<file path="config.mk">
export PLATFORM = sky130hd
export DESIGN_NAME = ssr_receiver
export DESIGN_NICKNAME = d
export VERILOG_FILES = /design/src/hw/ssr_pkg.sv /design/src/hw/ssr_receiver.sv /design/src/hw/ssr_sense_stage.sv
export SDC_FILE = /design/constraint.sdc
export NUM_CORES = 1
export LEC_CHECK = 0
export ABC_AREA = 1
export BUFFER_PORTS_ARGS = -buffer_cell sky130_fd_sc_hd__buf_2
export CORE_MARGIN = 4
export CORE_UTILIZATION = 40
export DETAILED_ROUTE_END_ITERATION = 10
export PLACE_DENSITY = 0.67
export SLEW_MARGIN = 5
export SYNTH_ARGS = -nofsm -noshare
export SYNTH_HDL_FRONTEND = slang
export SYNTH_SLANG_ARGS = --single-unit
</file>
<file path="constraint.sdc">
create_clock -name clk -period 4.7 [get_ports clk]
set_clock_uncertainty 0.15 [all_clocks]
set_input_delay 0.94 -clock clk [delete_from_list [all_inputs] [get_ports clk]]
set_output_delay 0.94 -clock clk [all_outputs]
set_load 0.02 [all_outputs]
</file>
<file path="src/hw/ssr_pkg.sv">
// Purpose: Shared constants and types for the start-stop serial receiver
// Assumes: 100 MHz core clock, line marking = 1, spacing = 0
// Notes: Element rate and sense stage length are defaults only
package ssr_pkg;

    // Clock and element rate
    localparam int unsigned CLK_HZ = 100_000_000;
    localparam int unsigned BAUD_HZ = 110;
    // Cycles per element, rounded down
    localparam int unsigned BIT_CYCLES_DEF = CLK_HZ / BAUD_HZ;

    // Widths
    localparam int CNT_W = 24;
    localparam int DATA_BITS = 8;
    localparam int SENSE_LINES = 10;
    localparam int PHASE_W = 7;
    localparam int EV_W = 4;

    // Sampling phase scale, centre setting and limit
    localparam logic [PHASE_W-1:0] PHASE_CENTRE = 7'h3C;
    localparam logic [PHASE_W-1:0] PHASE_MAX = 7'h78;
    localparam int unsigned PHASE_STEPS = 240;

    // Fractions and multiples of an element used to place events
    localparam int unsigned CLEAR_DIV = 8;
    localparam int unsigned LOCK_DIV = 4;
    localparam int unsigned TRIP_DIV = 8;
    localparam int unsigned HALF_DIV = 2;
    localparam int unsigned STOP_ELEM = 9;

    // Sense stage placement as fractions of its own cycle
    localparam int unsigned SENSE_EARLY_DIV = 8;
    localparam int unsigned SENSE_LATE_NUM = 7;
    localparam int unsigned SENSE_LATE_DEN = 8;

    // Receive cycle event sequence
    localparam logic [EV_W-1:0] EV_START = 4'h0;
    localparam logic [EV_W-1:0] EV_CLEAR = 4'h1;
    localparam logic [EV_W-1:0] EV_LOCK = 4'h2;
    localparam logic [EV_W-1:0] EV_BIT1 = 4'h3;
    localparam logic [EV_W-1:0] EV_BIT8 = 4'hA;
    localparam logic [EV_W-1:0] EV_TRIP = 4'hB;
    localparam logic [EV_W-1:0] EV_END = 4'hC;
    localparam logic [EV_W-1:0] EV_DATA_BASE = 4'h2;

    // Line levels
    localparam logic LINE_MARK = 1'b1;
    localparam logic LINE_SPACE = 1'b0;

    typedef enum logic {
        RX_IDLE,
        RX_CYCLE
    } ssr_rx_state_t;

    // One received character, bit 1 in position 0
    typedef struct packed {
        logic [DATA_BITS-1:0] bits;
    } ssr_char_t;

    // Sense stage outputs
    typedef struct packed {
        logic [SENSE_LINES-1:0] lines;
        logic funcTrig;
    } ssr_sense_t;

endpackage

</file>
<file path="src/hw/ssr_receiver.sv">
// Purpose: Receive side of a start-stop serial character link
// Assumes: Line idles marking (1); phase setting 0..120, centre 60
// Notes: Downstream decoding and printing live outside this block
`timescale 1ns/1ns

module ssr_receiver #(
    parameter int unsigned BIT_CYCLES = ssr_pkg::BIT_CYCLES_DEF,
    parameter int unsigned SENSE_CYCLES = ssr_pkg::BIT_CYCLES_DEF
) (
    // Clock and reset
    input wire logic clk,
    input wire logic rstn,
    // Serial line and sampling phase knob
    input wire logic lineIn,
    input wire logic [ssr_pkg::PHASE_W-1:0] phaseSet,
    // Received character and cycle status
    output ssr_pkg::ssr_char_t charOut,
    output logic rxBusy,
    output logic sampleHold,
    output logic senseTrip,
    // Sensing stage
    output logic [ssr_pkg::SENSE_LINES-1:0] senseLines,
    output logic funcTrig,
    output logic senseBusy
);

    localparam logic [ssr_pkg::CNT_W-1:0] BIT_LEN =
        ssr_pkg::CNT_W'(BIT_CYCLES);
    localparam logic [ssr_pkg::CNT_W-1:0] PHASE_STEP =
        ssr_pkg::CNT_W'(BIT_CYCLES / ssr_pkg::PHASE_STEPS);
    // Bits needed to index one data position
    localparam int POS_W = $clog2(ssr_pkg::DATA_BITS);

    ////////////////////////////////////////////////////////////////////////
    // Event timing, measured from the start detection edge
    //
    // Event schedule, in clocks after start detection, with B the
    // element length and ph the sample offset taken from the knob:
    //   start   0                 spacing seen while idle
    //   clear   B/8               previous selections dropped
    //   lock    B/4               hold marker raised for the samples
    //   bit k   k*B + ph          k from 1 to 8, one per data element
    //   trip    8*B + ph + B/8    latch loaded, sense stage started
    //   end     9*B + ph          inside the stop element, cycle over
    // Start, clear, lock, the eight samples and the trip make twelve
    // timed events; the end slot only closes the cycle.
    // Slots grow strictly with the event index, so a single compare
    // against the current index is enough and none can be skipped.
    // Limitation: ph stays below B, so every sample lands inside its
    // own element and the end slot inside the stop element for any B;
    // the knob moves ph only while B is at least the number of phase
    // steps, shorter elements make the knob step zero and the phase fixed.
    // Trade-off: one shared counter and comparator instead of a
    // counter per event keeps the logic small but makes the
    // schedule purely sequential.

    // Offset of the sample point inside each element
    function automatic logic [ssr_pkg::CNT_W-1:0] phaseOffset(
        input logic [ssr_pkg::PHASE_W-1:0] setting
    );
        logic [ssr_pkg::PHASE_W-1:0] s;
        logic [ssr_pkg::CNT_W-1:0] base;
        s = (setting > ssr_pkg::PHASE_MAX) ? ssr_pkg::PHASE_MAX : setting;
        base = BIT_LEN / ssr_pkg::CNT_W'(ssr_pkg::HALF_DIV)
             + PHASE_STEP * ssr_pkg::CNT_W'(ssr_pkg::PHASE_CENTRE);
        // Low settings sample late, high settings sample early
        phaseOffset = base - PHASE_STEP * ssr_pkg::CNT_W'(s);
    endfunction

    // True for the eight data sampling events
    function automatic logic isDataEv(
        input logic [ssr_pkg::EV_W-1:0] ev
    );
        isDataEv = (ev >= ssr_pkg::EV_BIT1) && (ev <= ssr_pkg::EV_BIT8);
    endfunction

    // Cycle count at which a given event fires
    function automatic logic [ssr_pkg::CNT_W-1:0] evTime(
        input logic [ssr_pkg::EV_W-1:0] ev,
        input logic [ssr_pkg::CNT_W-1:0] ph
    );
        logic [ssr_pkg::CNT_W-1:0] k;
        k = ssr_pkg::CNT_W'(ev - ssr_pkg::EV_DATA_BASE);
        if (ev == ssr_pkg::EV_CLEAR) begin
            evTime = BIT_LEN / ssr_pkg::CNT_W'(ssr_pkg::CLEAR_DIV);
        end else if (ev == ssr_pkg::EV_LOCK) begin
            evTime = BIT_LEN / ssr_pkg::CNT_W'(ssr_pkg::LOCK_DIV);
        end else if (isDataEv(ev)) begin
            evTime = k * BIT_LEN + ph;
        end else if (ev == ssr_pkg::EV_TRIP) begin
            evTime = ssr_pkg::CNT_W'(ssr_pkg::DATA_BITS) * BIT_LEN + ph
                   + BIT_LEN / ssr_pkg::CNT_W'(ssr_pkg::TRIP_DIV);
        end else begin
            // End of cycle lands inside the stop element
            evTime = ssr_pkg::CNT_W'(ssr_pkg::STOP_ELEM) * BIT_LEN + ph;
        end
    endfunction

    ////////////////////////////////////////////////////////////////////////
    // Reset release through two flip-flops
    // Assertion stays asynchronous so a dead clock still clears state;
    // only the release edge is retimed, so no flop wakes up a cycle
    // ahead of its neighbours.
    logic rstSync1_r;
    logic rstSync2_r;
    logic rstnSync;

    always_ff @(posedge clk or negedge rstn) begin
        if (!rstn) begin
            rstSync1_r <= 1'b0;
            rstSync2_r <= 1'b0;
        end else begin
            rstSync1_r <= 1'b1;
            rstSync2_r <= rstSync1_r;
        end
    end

    assign rstnSync = rstSync2_r;

    ////////////////////////////////////////////////////////////////////////
    // Pin synchronisers: three stages, a change counts once two agree
    // The agreement stage costs one clock of latency but keeps a
    // single unsettled sample from ever starting a false cycle or
    // moving the phase setting for one clock only.
    logic lineS1_r;
    logic lineS2_r;
    logic lineS3_r;
    logic lineState_r;
    logic lineState_nxt;
    logic [ssr_pkg::PHASE_W-1:0] phS1_r;
    logic [ssr_pkg::PHASE_W-1:0] phS2_r;
    logic [ssr_pkg::PHASE_W-1:0] phS3_r;
    logic [ssr_pkg::PHASE_W-1:0] phState_r;
    logic [ssr_pkg::PHASE_W-1:0] phState_nxt;

    // Filtered levels only move when stages two and three agree
    always_comb begin
        lineState_nxt = lineState_r;
        phState_nxt = phState_r;
        if (lineS2_r == lineS3_r) begin
            lineState_nxt = lineS3_r;
        end
        if (phS2_r == phS3_r) begin
            phState_nxt = phS3_r;
        end
    end

    // Line resets to marking so reset never looks like a start
    always_ff @(posedge clk or negedge rstnSync) begin
        if (!rstnSync) begin
            lineS1_r <= ssr_pkg::LINE_MARK;
            lineS2_r <= ssr_pkg::LINE_MARK;
            lineS3_r <= ssr_pkg::LINE_MARK;
            lineState_r <= ssr_pkg::LINE_MARK;
            phS1_r <= ssr_pkg::PHASE_CENTRE;
            phS2_r <= ssr_pkg::PHASE_CENTRE;
            phS3_r <= ssr_pkg::PHASE_CENTRE;
            phState_r <= ssr_pkg::PHASE_CENTRE;
        end else begin
            lineS1_r <= lineIn;
            lineS2_r <= lineS1_r;
            lineS3_r <= lineS2_r;
            lineState_r <= lineState_nxt;
            phS1_r <= phaseSet;
            phS2_r <= phS1_r;
            phS3_r <= phS2_r;
            phState_r <= phState_nxt;
        end
    end

    ////////////////////////////////////////////////////////////////////////
    // Receive cycle sequencer
    ssr_pkg::ssr_rx_state_t state_r;
    ssr_pkg::ssr_rx_state_t state_nxt;
    logic [ssr_pkg::CNT_W-1:0] cycCnt_r;
    logic [ssr_pkg::CNT_W-1:0] cycCnt_nxt;
    logic [ssr_pkg::EV_W-1:0] evIdx_r;
    logic [ssr_pkg::EV_W-1:0] evIdx_nxt;
    logic [ssr_pkg::CNT_W-1:0] phOff_r;
    logic [ssr_pkg::CNT_W-1:0] phOff_nxt;
    logic [ssr_pkg::DATA_BITS-1:0] sel_r;
    logic [ssr_pkg::DATA_BITS-1:0] sel_nxt;
    ssr_pkg::ssr_char_t charOut_nxt;
    logic rxBusy_nxt;
    logic sampleHold_nxt;
    logic senseTrip_nxt;
    logic evHit;
    logic [ssr_pkg::EV_W-1:0] bitPos;
    logic evClear;
    logic evLock;
    logic evData;
    logic evTrip;
    logic evEnd;

    // Event fires when the cycle count reaches its slot
    assign evHit = (cycCnt_r == evTime(evIdx_r, phOff_r));
    assign bitPos = evIdx_r - ssr_pkg::EV_BIT1;

    // One strobe per event, only while a cycle runs
    always_comb begin
        evClear = 1'b0;
        evLock = 1'b0;
        evData = 1'b0;
        evTrip = 1'b0;
        evEnd = 1'b0;
        if (state_r == ssr_pkg::RX_CYCLE && evHit) begin
            evClear = (evIdx_r == ssr_pkg::EV_CLEAR);
            evLock = (evIdx_r == ssr_pkg::EV_LOCK);
            evData = isDataEv(evIdx_r);
            evTrip = (evIdx_r == ssr_pkg::EV_TRIP);
            evEnd = (evIdx_r == ssr_pkg::EV_END);
        end
    end

    // Sequence: start, clear, lock, bits 1..8, trip, then end
    always_comb begin
        state_nxt = state_r;
        cycCnt_nxt = cycCnt_r;
        evIdx_nxt = evIdx_r;
        phOff_nxt = phOff_r;
        rxBusy_nxt = rxBusy;
        sampleHold_nxt = sampleHold;
        senseTrip_nxt = 1'b0;
        unique case (state_r)
            ssr_pkg::RX_IDLE: begin
                // Marking line keeps the receiver idle
                if (lineState_r == ssr_pkg::LINE_SPACE) begin
                    state_nxt = ssr_pkg::RX_CYCLE;
                    // Counter restarts here; phase frozen per character
                    cycCnt_nxt = '0;
                    phOff_nxt = phaseOffset(phState_r);
                    evIdx_nxt = ssr_pkg::EV_CLEAR;
                    rxBusy_nxt = 1'b1;
                end
            end
            ssr_pkg::RX_CYCLE: begin
                // Line is not watched for aborts; the cycle always ends
                cycCnt_nxt = cycCnt_r + 1'b1;
                if (evHit) begin
                    evIdx_nxt = evIdx_r + 1'b1;
                    if (evLock) begin
                        sampleHold_nxt = 1'b1;
                    end
                    if (evTrip) begin
                        senseTrip_nxt = 1'b1;
                        sampleHold_nxt = 1'b0;
                    end
                    if (evEnd) begin
                        // Stop element is marking, so idle stays idle
                        state_nxt = ssr_pkg::RX_IDLE;
                        evIdx_nxt = ssr_pkg::EV_START;
                        rxBusy_nxt = 1'b0;
                    end
                end
            end
        endcase
    end

    // Sequencer registers
    always_ff @(posedge clk or negedge rstnSync) begin
        if (!rstnSync) begin
            state_r <= ssr_pkg::RX_IDLE;
            cycCnt_r <= '0;
            evIdx_r <= ssr_pkg::EV_START;
            phOff_r <= '0;
            rxBusy <= 1'b0;
            sampleHold <= 1'b0;
            senseTrip <= 1'b0;
        end else begin
            state_r <= state_nxt;
            cycCnt_r <= cycCnt_nxt;
            evIdx_r <= evIdx_nxt;
            phOff_r <= phOff_nxt;
            rxBusy <= rxBusy_nxt;
            sampleHold <= sampleHold_nxt;
            senseTrip <= senseTrip_nxt;
        end
    end

    ////////////////////////////////////////////////////////////////////////
    // Select register and output latch, driven by the event strobes
    // Cleared early in each cycle so a stale mark cannot leak into
    // the next character; the latch itself only moves at the trip.
    always_comb begin
        sel_nxt = sel_r;
        charOut_nxt = charOut;
        if (evClear) begin
            sel_nxt = '0;
        end
        if (evData) begin
            // Mark selects, space leaves position clear
            sel_nxt[bitPos[POS_W-1:0]] = lineState_r;
        end
        if (evTrip) begin
            charOut_nxt.bits = sel_r;
        end
    end

    // Latch registers; the output holds its value between trips
    always_ff @(posedge clk or negedge rstnSync) begin
        if (!rstnSync) begin
            sel_r <= '0;
            charOut <= '0;
        end else begin
            sel_r <= sel_nxt;
            charOut <= charOut_nxt;
        end
    end

    ////////////////////////////////////////////////////////////////////////
    // Output sensing stage, fed from the output latch
    ssr_pkg::ssr_sense_t sense;

    // Trip pulse and latch update land together; latch it one cycle on
    ssr_sense_stage #(
        .SENSE_CYCLES(SENSE_CYCLES)
    ) u_sense (
        .clk(clk),
        .rstnSync(rstnSync),
        .trig(senseTrip),
        .latched(charOut),
        .sense(sense),
        .busy(senseBusy)
    );

    assign senseLines = sense.lines;
    assign funcTrig = sense.funcTrig;

endmodule

</file>
<file path="src/hw/ssr_sense_stage.sv">
// Purpose: Output sensing stage, one timed cycle per trigger
// Assumes: Trigger and bits come from the same clock domain
// Notes: A trigger while a cycle runs is ignored
`timescale 1ns/1ns
module ssr_sense_stage #(
    parameter int unsigned SENSE_CYCLES = ssr_pkg::BIT_CYCLES_DEF
) (
    // Clock and synchronised reset
    input wire logic clk,
    input wire logic rstnSync,
    // Start request and latched character
    input wire logic trig,
    input wire ssr_pkg::ssr_char_t latched,
    // Sensing lines and function trigger
    output ssr_pkg::ssr_sense_t sense,
    output logic busy
);

    localparam logic [ssr_pkg::CNT_W-1:0] EARLY_AT =
        ssr_pkg::CNT_W'(SENSE_CYCLES / ssr_pkg::SENSE_EARLY_DIV);
    localparam logic [ssr_pkg::CNT_W-1:0] LATE_AT =
        ssr_pkg::CNT_W'(SENSE_CYCLES * ssr_pkg::SENSE_LATE_NUM
                        / ssr_pkg::SENSE_LATE_DEN);
    localparam logic [ssr_pkg::CNT_W-1:0] LAST_AT =
        ssr_pkg::CNT_W'(SENSE_CYCLES - 1);

    logic [ssr_pkg::CNT_W-1:0] cnt_r;
    logic [ssr_pkg::CNT_W-1:0] cnt_nxt;
    logic busy_nxt;
    ssr_pkg::ssr_sense_t sense_nxt;

    ////////////////////////////////////////////////////////////////////////
    // One cycle per trigger, never re-entered while running
    always_comb begin
        cnt_nxt = cnt_r;
        busy_nxt = busy;
        sense_nxt = sense;
        sense_nxt.funcTrig = 1'b0;
        if (!busy) begin
            if (trig) begin
                busy_nxt = 1'b1;
                cnt_nxt = '0;
                // Spacing positions stay inactive, marking ones go active
                sense_nxt.lines = {2'b00, latched.bits};
            end
        end else begin
            cnt_nxt = cnt_r + 1'b1;
            if (cnt_r == EARLY_AT) begin
                sense_nxt.funcTrig = 1'b1;
            end
            if (cnt_r == LATE_AT) begin
                sense_nxt.lines = '0;
            end
            if (cnt_r == LAST_AT) begin
                busy_nxt = 1'b0;
            end
        end
    end

    // Registers only
    always_ff @(posedge clk or negedge rstnSync) begin
        if (!rstnSync) begin
            cnt_r <= '0;
            busy <= 1'b0;
            sense <= '0;
        end else begin
            cnt_r <= cnt_nxt;
            busy <= busy_nxt;
            sense <= sense_nxt;
        end
    end

endmodule

</file>
; ---- Word-level counts from Yosys, hierarchy flattened
; Cells that the tools add are included.
; Widths: inputs -> output; s select.
[word_totals]
inputBits = 10
memories = 0
latch_bits = 0
regBits = 142
ram_bits = 0
romBits = 0
wordCells = 110
[classes]
addsub = 10
magnitude_cmp = 5
mux = 44
div = 0
bitwise = 2
shift = 0
eq_ne = 14
n_reduce_logical = 10
n_mul = 2
[op_table]
columns = op, n
row1 = $mux 24, 7
row2 = $add 23x24->24 const A, 2
row3 = $add 24x1->24 const B, 2
row4 = $eq 24x20->1 const B, 2
row5 = $pmux 24 s2, 1
row6 = $mux 10, 3
row7 = $add 24x17->24 const B, 1
row8 = $add 24x24->24, 1
row9 = $eq 24x17->1 const B, 1
row10 = $eq 24x24->1, 1
row11 = $mul 24x19->23 const B, 1
row12 = $mux 1, 22
row13 = $sub 20x19->21 const A, 1
row14 = $mul 12x7->19 const A, 1
row15 = $mux 8, 2
row16 = $mux 4, 3
row17 = $bwmux 8, 1
row18 = $eq 4x4->1 const B, 2
row19 = $pmux 4 s2, 1
row20 = $eq 7x7->1, 1
row21 = $gt 7x7->1 const B, 1
row22 = $mux 7, 1
row23 = $reduce_and 2->1, 3
row24 = $reduce_and 3->1, 2
row25 = other kinds (17), 24

; ---- Logic depth before layout (Yosys ltp)
; Gate-level depths: netlist of the first run.
[depth]
word_depth = 12
ltp_mapped = 53
ltp_nobuf = 52

; ---- By module
; From an unflattened synthesis of the first run, not the netlist that was laid out.
[unflattened]
hier_cells = 2145
area_unflattened_um2 = 14889.3
[by_module_without_submodules]
columns = module, cells_each, area_each_um2, seq_area_each_um2, instances
row1 = ssr_receiver, 1859, 12819.8, 2602.5, 1
row2 = ssr_sense_stage, 286, 2069.5, 850.8, 1

; ---- Least setup slack after synthesis of the first run
; No wires, ideal clock.
[synth_path]
kind = register to register
start = register evIdx_r[2] (netlist name)
end = register sampleHold
stages_incl_launch_ff = 49
arrival_ns = 8.556
required_time_ns = 4.425
slack_ns = -4.131
setup_ns = 0.125
cell_sequence = dfrtp_1 -> buf_6 -> nor2_1 -> inv_1 -> nor2_1 -> clkinv_1 -> fa_1 -> inv_1 -> ha_1 -> ha_1 -> inv_1 -> fa_1 -> inv_1 -> fa_1 -> ha_1 -> nand2_1 -> nor3_1 -> nand2_1 -> (+13 left out) -> nand3_1 -> nand2_1 -> a21oi_1 -> nand2_1 -> nor2_1 -> nand3_1 -> nand3_1 -> nand2_1 -> nand2_1 -> nand2_1 -> nor2_1 -> nand2_1 -> nor2_2 -> nand2_1 -> nor2_2 -> buf_6 -> nand2_4 -> o2bb2ai_1
[synth_between]
elab_chain_cells = 11
elab_cells_between_ends = 20
cone_classes = 2 x add/sub / 1 x mul / 2 x order compare / 4 x eq/ne / 7 x mux / 4 x reduce/logical
[synth_rtl]
columns = element, line
row1 = from (decl), ssr_receiver.sv:177  ; logic [ssr_pkg::EV_W-1:0] evIdx_r;
row2 = from (signal assigned), ssr_receiver.sv:264  ; evIdx_r <= ssr_pkg::EV_START;
row3 = from (signal assigned), ssr_receiver.sv:272  ; evIdx_r <= evIdx_nxt;
row4 = $sub 4x2->5, ssr_receiver.sv:83  ; k = ssr_pkg::CNT_W'(ev - ssr_pkg::EV_DATA_BASE);
row5 = $mul 24x19->23, ssr_receiver.sv:89  ; evTime = k * BIT_LEN + ph;
row6 = $add 24x24->24, ssr_receiver.sv:89
row7 = $mux 24, ssr_receiver.sv:88  ; end else if (isDataEv(ev)) begin
row8 = $mux 24, ssr_receiver.sv:86  ; end else if (ev == ssr_pkg::EV_LOCK) begin
row9 = $mux 24, ssr_receiver.sv:84  ; if (ev == ssr_pkg::EV_CLEAR) begin
row10 = $eq 24x24->1, ssr_receiver.sv:196  ; assign evHit = (cycCnt_r == evTime(evIdx_r, phOff_r));
row11 = $logic_and 1x1->1, ssr_receiver.sv:206  ; if (state_r == ssr_pkg::RX_CYCLE && evHit) begin
row12 = $mux 1, ssr_receiver.sv:206
row13 = $reduce_bool 2->1 (no source line), --
row14 = $reduce_and 3->1 (no source line), --
row15 = to (signal assigned), ssr_receiver.sv:275  ; sampleHold <= sampleHold_nxt;
row16 = to (decl), ssr_receiver.sv:19  ; output logic sampleHold,
; Parallel ways exist; a longest one is shown, timed or not.
; A chain may end at the register's enable or synchronous reset.

; ---- Final worst setup path of the first run
[layout_path]
start = register evIdx_r[2] (netlist name)
end = register charOut[4] (netlist name)
[layout_between]
elab_chain_cells = 9
elab_cells_between_ends = 16
cone_classes = 2 x add/sub / 1 x mul / 2 x order compare / 4 x eq/ne / 5 x mux / 2 x reduce/logical
[layout_rtl]
columns = element, line
row1 = $sub 4x2->5, ssr_receiver.sv:83
row2 = $mul 24x19->23, ssr_receiver.sv:89
row3 = $add 24x24->24, ssr_receiver.sv:89
row4 = $mux 24, ssr_receiver.sv:88
row5 = $mux 24, ssr_receiver.sv:86
row6 = $mux 24, ssr_receiver.sv:84
row7 = $eq 24x24->1, ssr_receiver.sv:196
row8 = $logic_and 1x1->1, ssr_receiver.sv:206
row9 = $mux 1 (*), ssr_receiver.sv:206
row10 = to (signal assigned), ssr_receiver.sv:306  ; charOut <= charOut_nxt;
row11 = to (decl), ssr_receiver.sv:17  ; output ssr_pkg::ssr_char_t charOut,
; Every way passes the cells marked *; elsewhere a longest branch is shown, timed or not.

==> results.sh, run 1 <==
export IMPL_coreArea_mm2=0.0357
export IMPL_grtUsageTotal_pct=21.8
export IMPL_final_hold_violation_count=0
export IMPL_seq_area_mm2=0.00346
export IMPL_post_route_period_util_pct=157
export IMPL_critPathMaxFanout=6
export IMPL_finalWirelength_um=42800
export IMPL_die_y_um=199
export IMPL_multi_input_area_mm2=0.0104
export IMPL_hold_path_class="primary input to async pin"
export IMPL_grt_pass1_wl_um=70200
export IMPL_cts_tree="built"
export IMPL_grt_overflow_total=0
export IMPL_ctsLongestPathBuffers=2
export IMPL_num_vias=14422
export IMPL_leakage_uw=0.00942
export IMPL_ios=33
export IMPL_synth_compound_area_share_pct=8.40
export IMPL_power_uw=7970
export IMPL_layout_nets=2588
export IMPL_rows=69
export IMPL_crit_type="register to register"
export IMPL_cts_buffers=17
export IMPL_clk_pin_slew_ps=60
export IMPL_slowest_stage="fa_1"
export IMPL_fmax_mhz=135
export IMPL_start_kind="register"
export IMPL_worstMarginPinSlew_ps=992
export IMPL_slowest_delay_ps=540
export IMPL_synth_cell_types=60
export IMPL_timing_final_ws_setup_ps=-2690
export IMPL_endpoint_kind="register"
export IMPL_port_buffers=30
export IMPL_die_area_mm2=0.0396
export IMPL_yosysSeqAreaShare_pct=23.7
export IMPL_synth_avg_cell_area_um2=6.93
export IMPL_synth_simple_gate_area_share_pct=30.5
export IMPL_path_delay_family="adder cells"
export IMPL_insertion_delay_ps=430
export IMPL_ant_nets=0
export IMPL_initial_core_util_pct=40.8
export IMPL_drtIter0Drc=968
export IMPL_area_growth_pct=27.9
export IMPL_cts_htree_levels=4
export IMPL_cp_num_buf_inv=8
export IMPL_synth_seq_cells=137
export IMPL_via_per_inst=5.10
export IMPL_synth_mux_area_share_pct=0.137
export IMPL_finalSetupTns_ps=-65380
export IMPL_max_slew_margin_rel_pct=33.8
export IMPL_drt_wirelength_per_cell_um=15.1
export IMPL_place_ws_ps=-2790
export IMPL_synth_top_family_by_area="simple AND/OR/NAND/NOR gates"
export IMPL_powerDensity_mw_per_mm2=427
export IMPL_final_core_util_pct=52.2
export IMPL_syn_area_mm2=0.0146
export IMPL_synth_adder_area_share_pct=22.7
export IMPL_cp_required_ps=4860
export IMPL_diodes=0
export IMPL_antenna_found_initial=0
export IMPL_ir_drop_mv=1.25
export IMPL_grt_pass1_vias=14184
export IMPL_maxCapViolCount=0
export IMPL_first_pass_iters=5
export IMPL_yosysWarningCount=0
export IMPL_drv_slew=0
export IMPL_cts_sinks=137
export IMPL_synthCells=2103
export IMPL_rsz0062_at_grt="true"
export IMPL_drc=0
export IMPL_hpwl_um=33300
export IMPL_gp_congestion=0.951
export IMPL_setup_violations=32
export IMPL_fin_crit_ps=7390
export IMPL_violations="setup timing"
export IMPL_cts_root_buffer="clkbuf_16"
export IMPL_synth_xor_area_share_pct=2.46
export IMPL_die_w_um=199
export IMPL_status="finished with violations"
export IMPL_drive_gt1_share_pct=22.4
export IMPL_grt_max_degree=75
export IMPL_crit_top_cell="nand2_1"
export IMPL_cp_data_arrival_time_ps=7550
export IMPL_fillers=3421
[synthesized netlist by cell type, drive strengths merged]
| cell type | number | area share (%) |
|---|---|---|
| o2111ai | 2 | 0.12 |
| nor4 | 15 | 0.64 |
| o41ai | 2 | 0.12 |
| o21ai | 112 | 3.9 |
| nand2 | 572 | 15 |
| o211ai | 6 | 0.34 |
| a21boi | 3 | 0.15 |
| dfstp | 20 | 3.6 |
| maj3 | 1 | 0.069 |
| a21oi | 67 | 2.3 |
| or2 | 5 | 0.21 |
| o22ai | 4 | 0.17 |
| conb | 2 | 0.052 |
| ha | 152 | 13 |
| fa | 70 | 9.6 |
| nand3 | 188 | 6.5 |
| clkbuf | 17 | 0.44 |
| a21o | 3 | 0.15 |
| o221ai | 1 | 0.060 |
| a41oi | 1 | 0.060 |
| o2bb2ai | 1 | 0.060 |
| o311a | 1 | 0.069 |
| or4 | 1 | 0.052 |
| a31oi | 4 | 0.17 |
| nor3 | 33 | 1.2 |
| and3 | 1 | 0.043 |
| a31o | 2 | 0.12 |
| nand4 | 45 | 2.0 |
| o21bai | 4 | 0.21 |
| dfrtp | 117 | 20 |
| a22o | 1 | 0.060 |
| mux2i | 2 | 0.14 |
| nand3b | 8 | 0.41 |
| inv | 400 | 10 |
| nor2 | 162 | 4.3 |
| a22oi | 3 | 0.15 |
| xor2 | 27 | 1.6 |
| o31ai | 2 | 0.10 |
| nor3b | 4 | 0.24 |
| xnor2 | 14 | 0.84 |
| buf | 23 | 1.2 |
| o21a | 1 | 0.052 |
| clkinv | 4 | 0.15 |
[final timing paths]
path / from / to / slack [ps] / cells after the start
max in group asynchronous: rstSync2_r$_DFF_PN0_ / lineS2_r$_DFF_PN1_ / 3140 / 1
worst min register to register: phS1_r[6]$_DFF_PN0_ / phS2_r[6]$_DFF_PN0_ / 200 / 0
min in group clk: phS1_r[6]$_DFF_PN0_ / phS2_r[6]$_DFF_PN0_ / 200 / 0
worst min-delay path: rstn / rstSync1_r$_DFF_PN0_ / 130 / 1
worst max register to register: evIdx_r[2]$_DFFE_PN0P_ / charOut[4]$_DFFE_PN0N_ / -2690 / 44
worst max-delay path: evIdx_r[2]$_DFFE_PN0P_ / charOut[4]$_DFFE_PN0N_ / -2690 / 44
[stage by stage]
stage	hold slack, ps	instances	cell area (um^2)
finish	129	2830	18600
global route	115	2830	18600
CTS	119	2825	18200
detailed placement	189	2761	17000
global placement	184	2761	17000
floorplan	181	2111	15000
[cells by family after synthesis]
kind of cell	Yosys count
muxes	2
adders and majority gates	223
and+or+nand+nor	1034
other	2
buffers and inverters	444
AOI/OAI and AO/OA	220
DFF	137
xor gates and xnor gates	41
[state kept, by name, indices dropped and copies added, names as in the netlist, 8 cells and up]
| signal | flops |
|---|---|
| phOff_r | 21 |
| u_sense.cnt_r | 24 |
| sel_r | 8 |
| charOut | 8 |
| u_sense.sense | 9 |
| cycCnt_r | 24 |
[power by group]
part           switching (uW)  total (uW)  internal, uW
logic                    2600        5330          2730
clock network             548        1390           839
registers                33.2        1250          1220
total                    3190        7970          4780
[routing by layer]
layer | global-route usage (%) | up-vias | wire length (um) | share of wire (%)
met5 | 0 | - | 0 | 0
met1 | 30.1 | 6814 | 19400 | 45
met4 | 6.33 | 0 | 1030 | 2.4
li1 | - | 7174 | - | -
met3 | 3.17 | 71 | 2230 | 5.2
met2 | 35.8 | 363 | 20100 | 47
[final cells by class]
cell class / count / area share, %
Multi-Input combinational cell: 1533 / 55.9
Timing Repair Buffer: 263 / 10.8
Sequential cell: 137 / 18.5
Inverter: 404 / 8.37
Tap cell: 461 / 3.09
Clock buffer: 19 / 2.32
Clock inverter: 13 / 0.906
[cell usage in the layout, fill, tap and decap left out, types with 7 or more instances in the layout]
| master | instances |
|---|---|
| buf_2 | 30 |
| dfrtp_1 | 115 |
| dfstp_2 | 20 |
| nand4_1 | 44 |
| nor4_1 | 15 |
| xor2_1 | 22 |
| ha_4 | 26 |
| nand2_4 | 9 |
| nor3_1 | 27 |
| nor2_4 | 13 |
| inv_2 | 24 |
| fa_1 | 65 |
| buf_4 | 208 |
| nor2_1 | 141 |
| conb_1 | 10 |
| nor2_2 | 8 |
| clkbuf_16 | 17 |
| inv_4 | 7 |
| o21ai_1 | 20 |
| nand3b_1 | 8 |
| ha_1 | 124 |
| nand2_2 | 33 |
| nand3_1 | 161 |
| buf_6 | 21 |
| nand3_2 | 25 |
| xnor2_1 | 10 |
| nand2_1 | 530 |
| a21oi_2 | 16 |
| o21ai_0 | 86 |
| a21oi_1 | 51 |
| inv_1 | 369 |
[what timing repair did]
item | in CTS | in global routing
setup buffers | 34 | 7
setup endpoints to repair | 33 | 35
pin swaps | 75 | 63
gates resized for setup | 95 | 90
cloned | 3 | 0
hold buffers | 0 | 0
(Power assumes the default switching activity.)
==> run 2: changes to the inputs <==
Settings changed: CTS_BUF_LIST from default to sky130_fd_sc_hd__clkbuf_8.
==> results.sh, run 2 (synthesis gave the netlist of run 1 again) <==
export IMPL_cts_tree="built"
export IMPL_ios=33
export IMPL_ctsLongestPathBuffers=2
export IMPL_die_y_um=199
export IMPL_drt_wirelength_per_cell_um=15.0
export IMPL_regToRegSetupSlack_ps=-2670
export IMPL_start_kind="register"
export IMPL_cts_root_buffer="clkbuf_8"
export IMPL_cts_sinks=137
export IMPL_initial_core_util_pct=40.8
export IMPL_ir_drop_mv=1.22
export IMPL_crit_type="register to register"
export IMPL_powerDensity_mw_per_mm2=415
export IMPL_power_frac_seq_pct=16.3
export IMPL_placed_area_mm2=0.0170
export IMPL_clk_pin_slew_ps=80
export IMPL_fin_hold_ws_ps=88.9
export IMPL_ant_nets=0
export IMPL_rr_startpoint="evIdx_r[2]$_DFFE_PN0P_"
export IMPL_power_switching_uw=3150
export IMPL_crit_top_cell="nand2_1"
export IMPL_die_area_mm2=0.0396
export IMPL_rsz0062_at_grt="true"
export IMPL_gp_congestion=0.951
export IMPL_num_vias=14454
export IMPL_final_hold_violation_count=0
export IMPL_die_w_um=199
export IMPL_area_growth_pct=26.6
export IMPL_coreArea_mm2=0.0357
export IMPL_timing_final_ws_setup_ps=-2670
export IMPL_fillers=3435
export IMPL_setup_violations=32
export IMPL_slowest_stage="fa_1"
export IMPL_drv_slew=0
export IMPL_hpwl_um=33300
export IMPL_rows=69
export IMPL_slowest_delay_ps=500
export IMPL_ff2ff_path_depth=51
export IMPL_power_uw=7660
export IMPL_port_buffers=30
export IMPL_post_route_period_util_pct=157
export IMPL_finalSetupTns_ps=-64520
export IMPL_insertion_delay_ps=480
export IMPL_grt_overflow_total=0
export IMPL_endpoint_kind="register"
export IMPL_drtIter0Drc=950
export IMPL_layout_nets=2587
export IMPL_fmax_mhz=136
export IMPL_clockPowerShare_pct=13.5
export IMPL_combPwrFrac_pct=70.2
export IMPL_p_sw_share_pct=41.1
export IMPL_grt_pass1_vias=14062
export IMPL_p_int_uw=4510
export IMPL_via_per_inst=5.11
export IMPL_cts_htree_levels=4
export IMPL_fin_crit_ps=7370
export IMPL_max_slew_margin_rel_pct=33.4
export IMPL_antenna_found_initial=0
export IMPL_place_ws_ps=-2790
export IMPL_status="finished with violations"
export IMPL_final_area_mm2=0.0185
export IMPL_maxCapViolCount=0
export IMPL_leakage_uw=0.00935
export IMPL_grt_pass1_wl_um=69500
export IMPL_grtUsageTotal_pct=21.5
export IMPL_violations="setup timing"
export IMPL_critPathMaxFanout=8
export IMPL_ctsHoldBuffers=0
export IMPL_cp_required_ps=4960
export IMPL_first_pass_iters=6
export IMPL_diodes=0
export IMPL_drive_gt1_share_pct=22.3
export IMPL_cp_data_arrival_time_ps=7630
export IMPL_mostFrequentLayoutCells="nand2_1, inv_1, buf_4"
export IMPL_hold_path_class="primary input to async pin"
export IMPL_cts_buffers=17
export IMPL_largestRegisters="cycCnt_r (24), u_sense.cnt_r (24), phOff_r (21)"
export IMPL_rr_endpoint="sel_r[1]$_DFF_PN0_"
export IMPL_worstMarginPinSlew_ps=999
export IMPL_layout_commonest_cell="nand2_1"
export IMPL_grt_max_degree=75
export IMPL_drc=0
export IMPL_finalWirelength_um=42500
[run 2: power by group through the flow]
stage	combinational [uW]	clock, uW	sequential [uW]
floorplan	2480	0	1270
global placement	3820	0	1270
detailed placement	3890	0	1270
CTS	4760	1050	1250
global route	5880	1100	1260
finish	5380	1030	1250
[run 2: layout make-up]
| type | instances | area, um^2 | share of cell area [%] |
|---|---|---|---|
| Inverter | 404 | 1560 | 8.46 |
| Tap cell | 461 | 577 | 3.12 |
| Clock buffer | 17 | 234 | 1.27 |
| Sequential cell | 137 | 3460 | 18.7 |
| Timing Repair Buffer | 262 | 2010 | 10.9 |
| Multi-Input combinational cell | 1533 | 10400 | 56.6 |
| Clock inverter | 15 | 176 | 0.956 |
[run 2: metrics by stage]
| stage | utilization, % | instances |
|---|---|---|
| after CTS | 50.5 | 2823 |
| after global placement | 47.6 | 2761 |
| after floorplan | - | 2111 |
| final | 51.6 | 2829 |
| after global routing | 51.6 | 2829 |
| after detailed placement | 47.6 | 2761 |
[run 2: what timing repair did]
item                       4_1_cts  5_1_grt
setup endpoints to repair       34       35
resized for setup               99       85
setup buffers                   32        8
pin swaps                       72       52
cloned                           3        0
[run 2: how the worst max path moves through the flow]
stage,start,endpoint,slack (ps),cells after the start
6_report,evIdx_r[2]$_DFFE_PN0P_,sel_r[1]$_DFF_PN0_,-2670,51
5_1_grt,evIdx_r[2]$_DFFE_PN0P_,evIdx_r[1]$_DFFE_PN0P_,-3100,47
4_1_cts,evIdx_r[2]$_DFFE_PN0P_,sel_r[5]$_DFF_PN0_,-2600,50
3_5_place_dp,evIdx_r[2]$_DFFE_PN0P_,sel_r[1]$_DFF_PN0_,-2790,49
3_3_place_gp,evIdx_r[2]$_DFFE_PN0P_,sel_r[6]$_DFF_PN0_,-2660,44
2_1_floorplan,evIdx_r[2]$_DFFE_PN0P_,sampleHold$_DFFE_PN0P_,-2650,44
[run 2: routing by layer]
layer | GRT usage, % | up-vias | wire length, um
met3 | 3.17 | 80 | 2210
met4 | 5.85 | 0 | 990
met1 | 29.8 | 6833 | 19400
met2 | 35.4 | 377 | 20000
met5 | 0 | - | 0
li1 | - | 7164 | -
[run 2: worst max-delay path: cells and delay by family, from the launching register on]
family	cells	cell delay, ps
xor+xnor	2	320
buf+inv	13	980
fa+ha+maj	9	2950
simple gates	26	2370
flops	1	420
compound gates	1	110
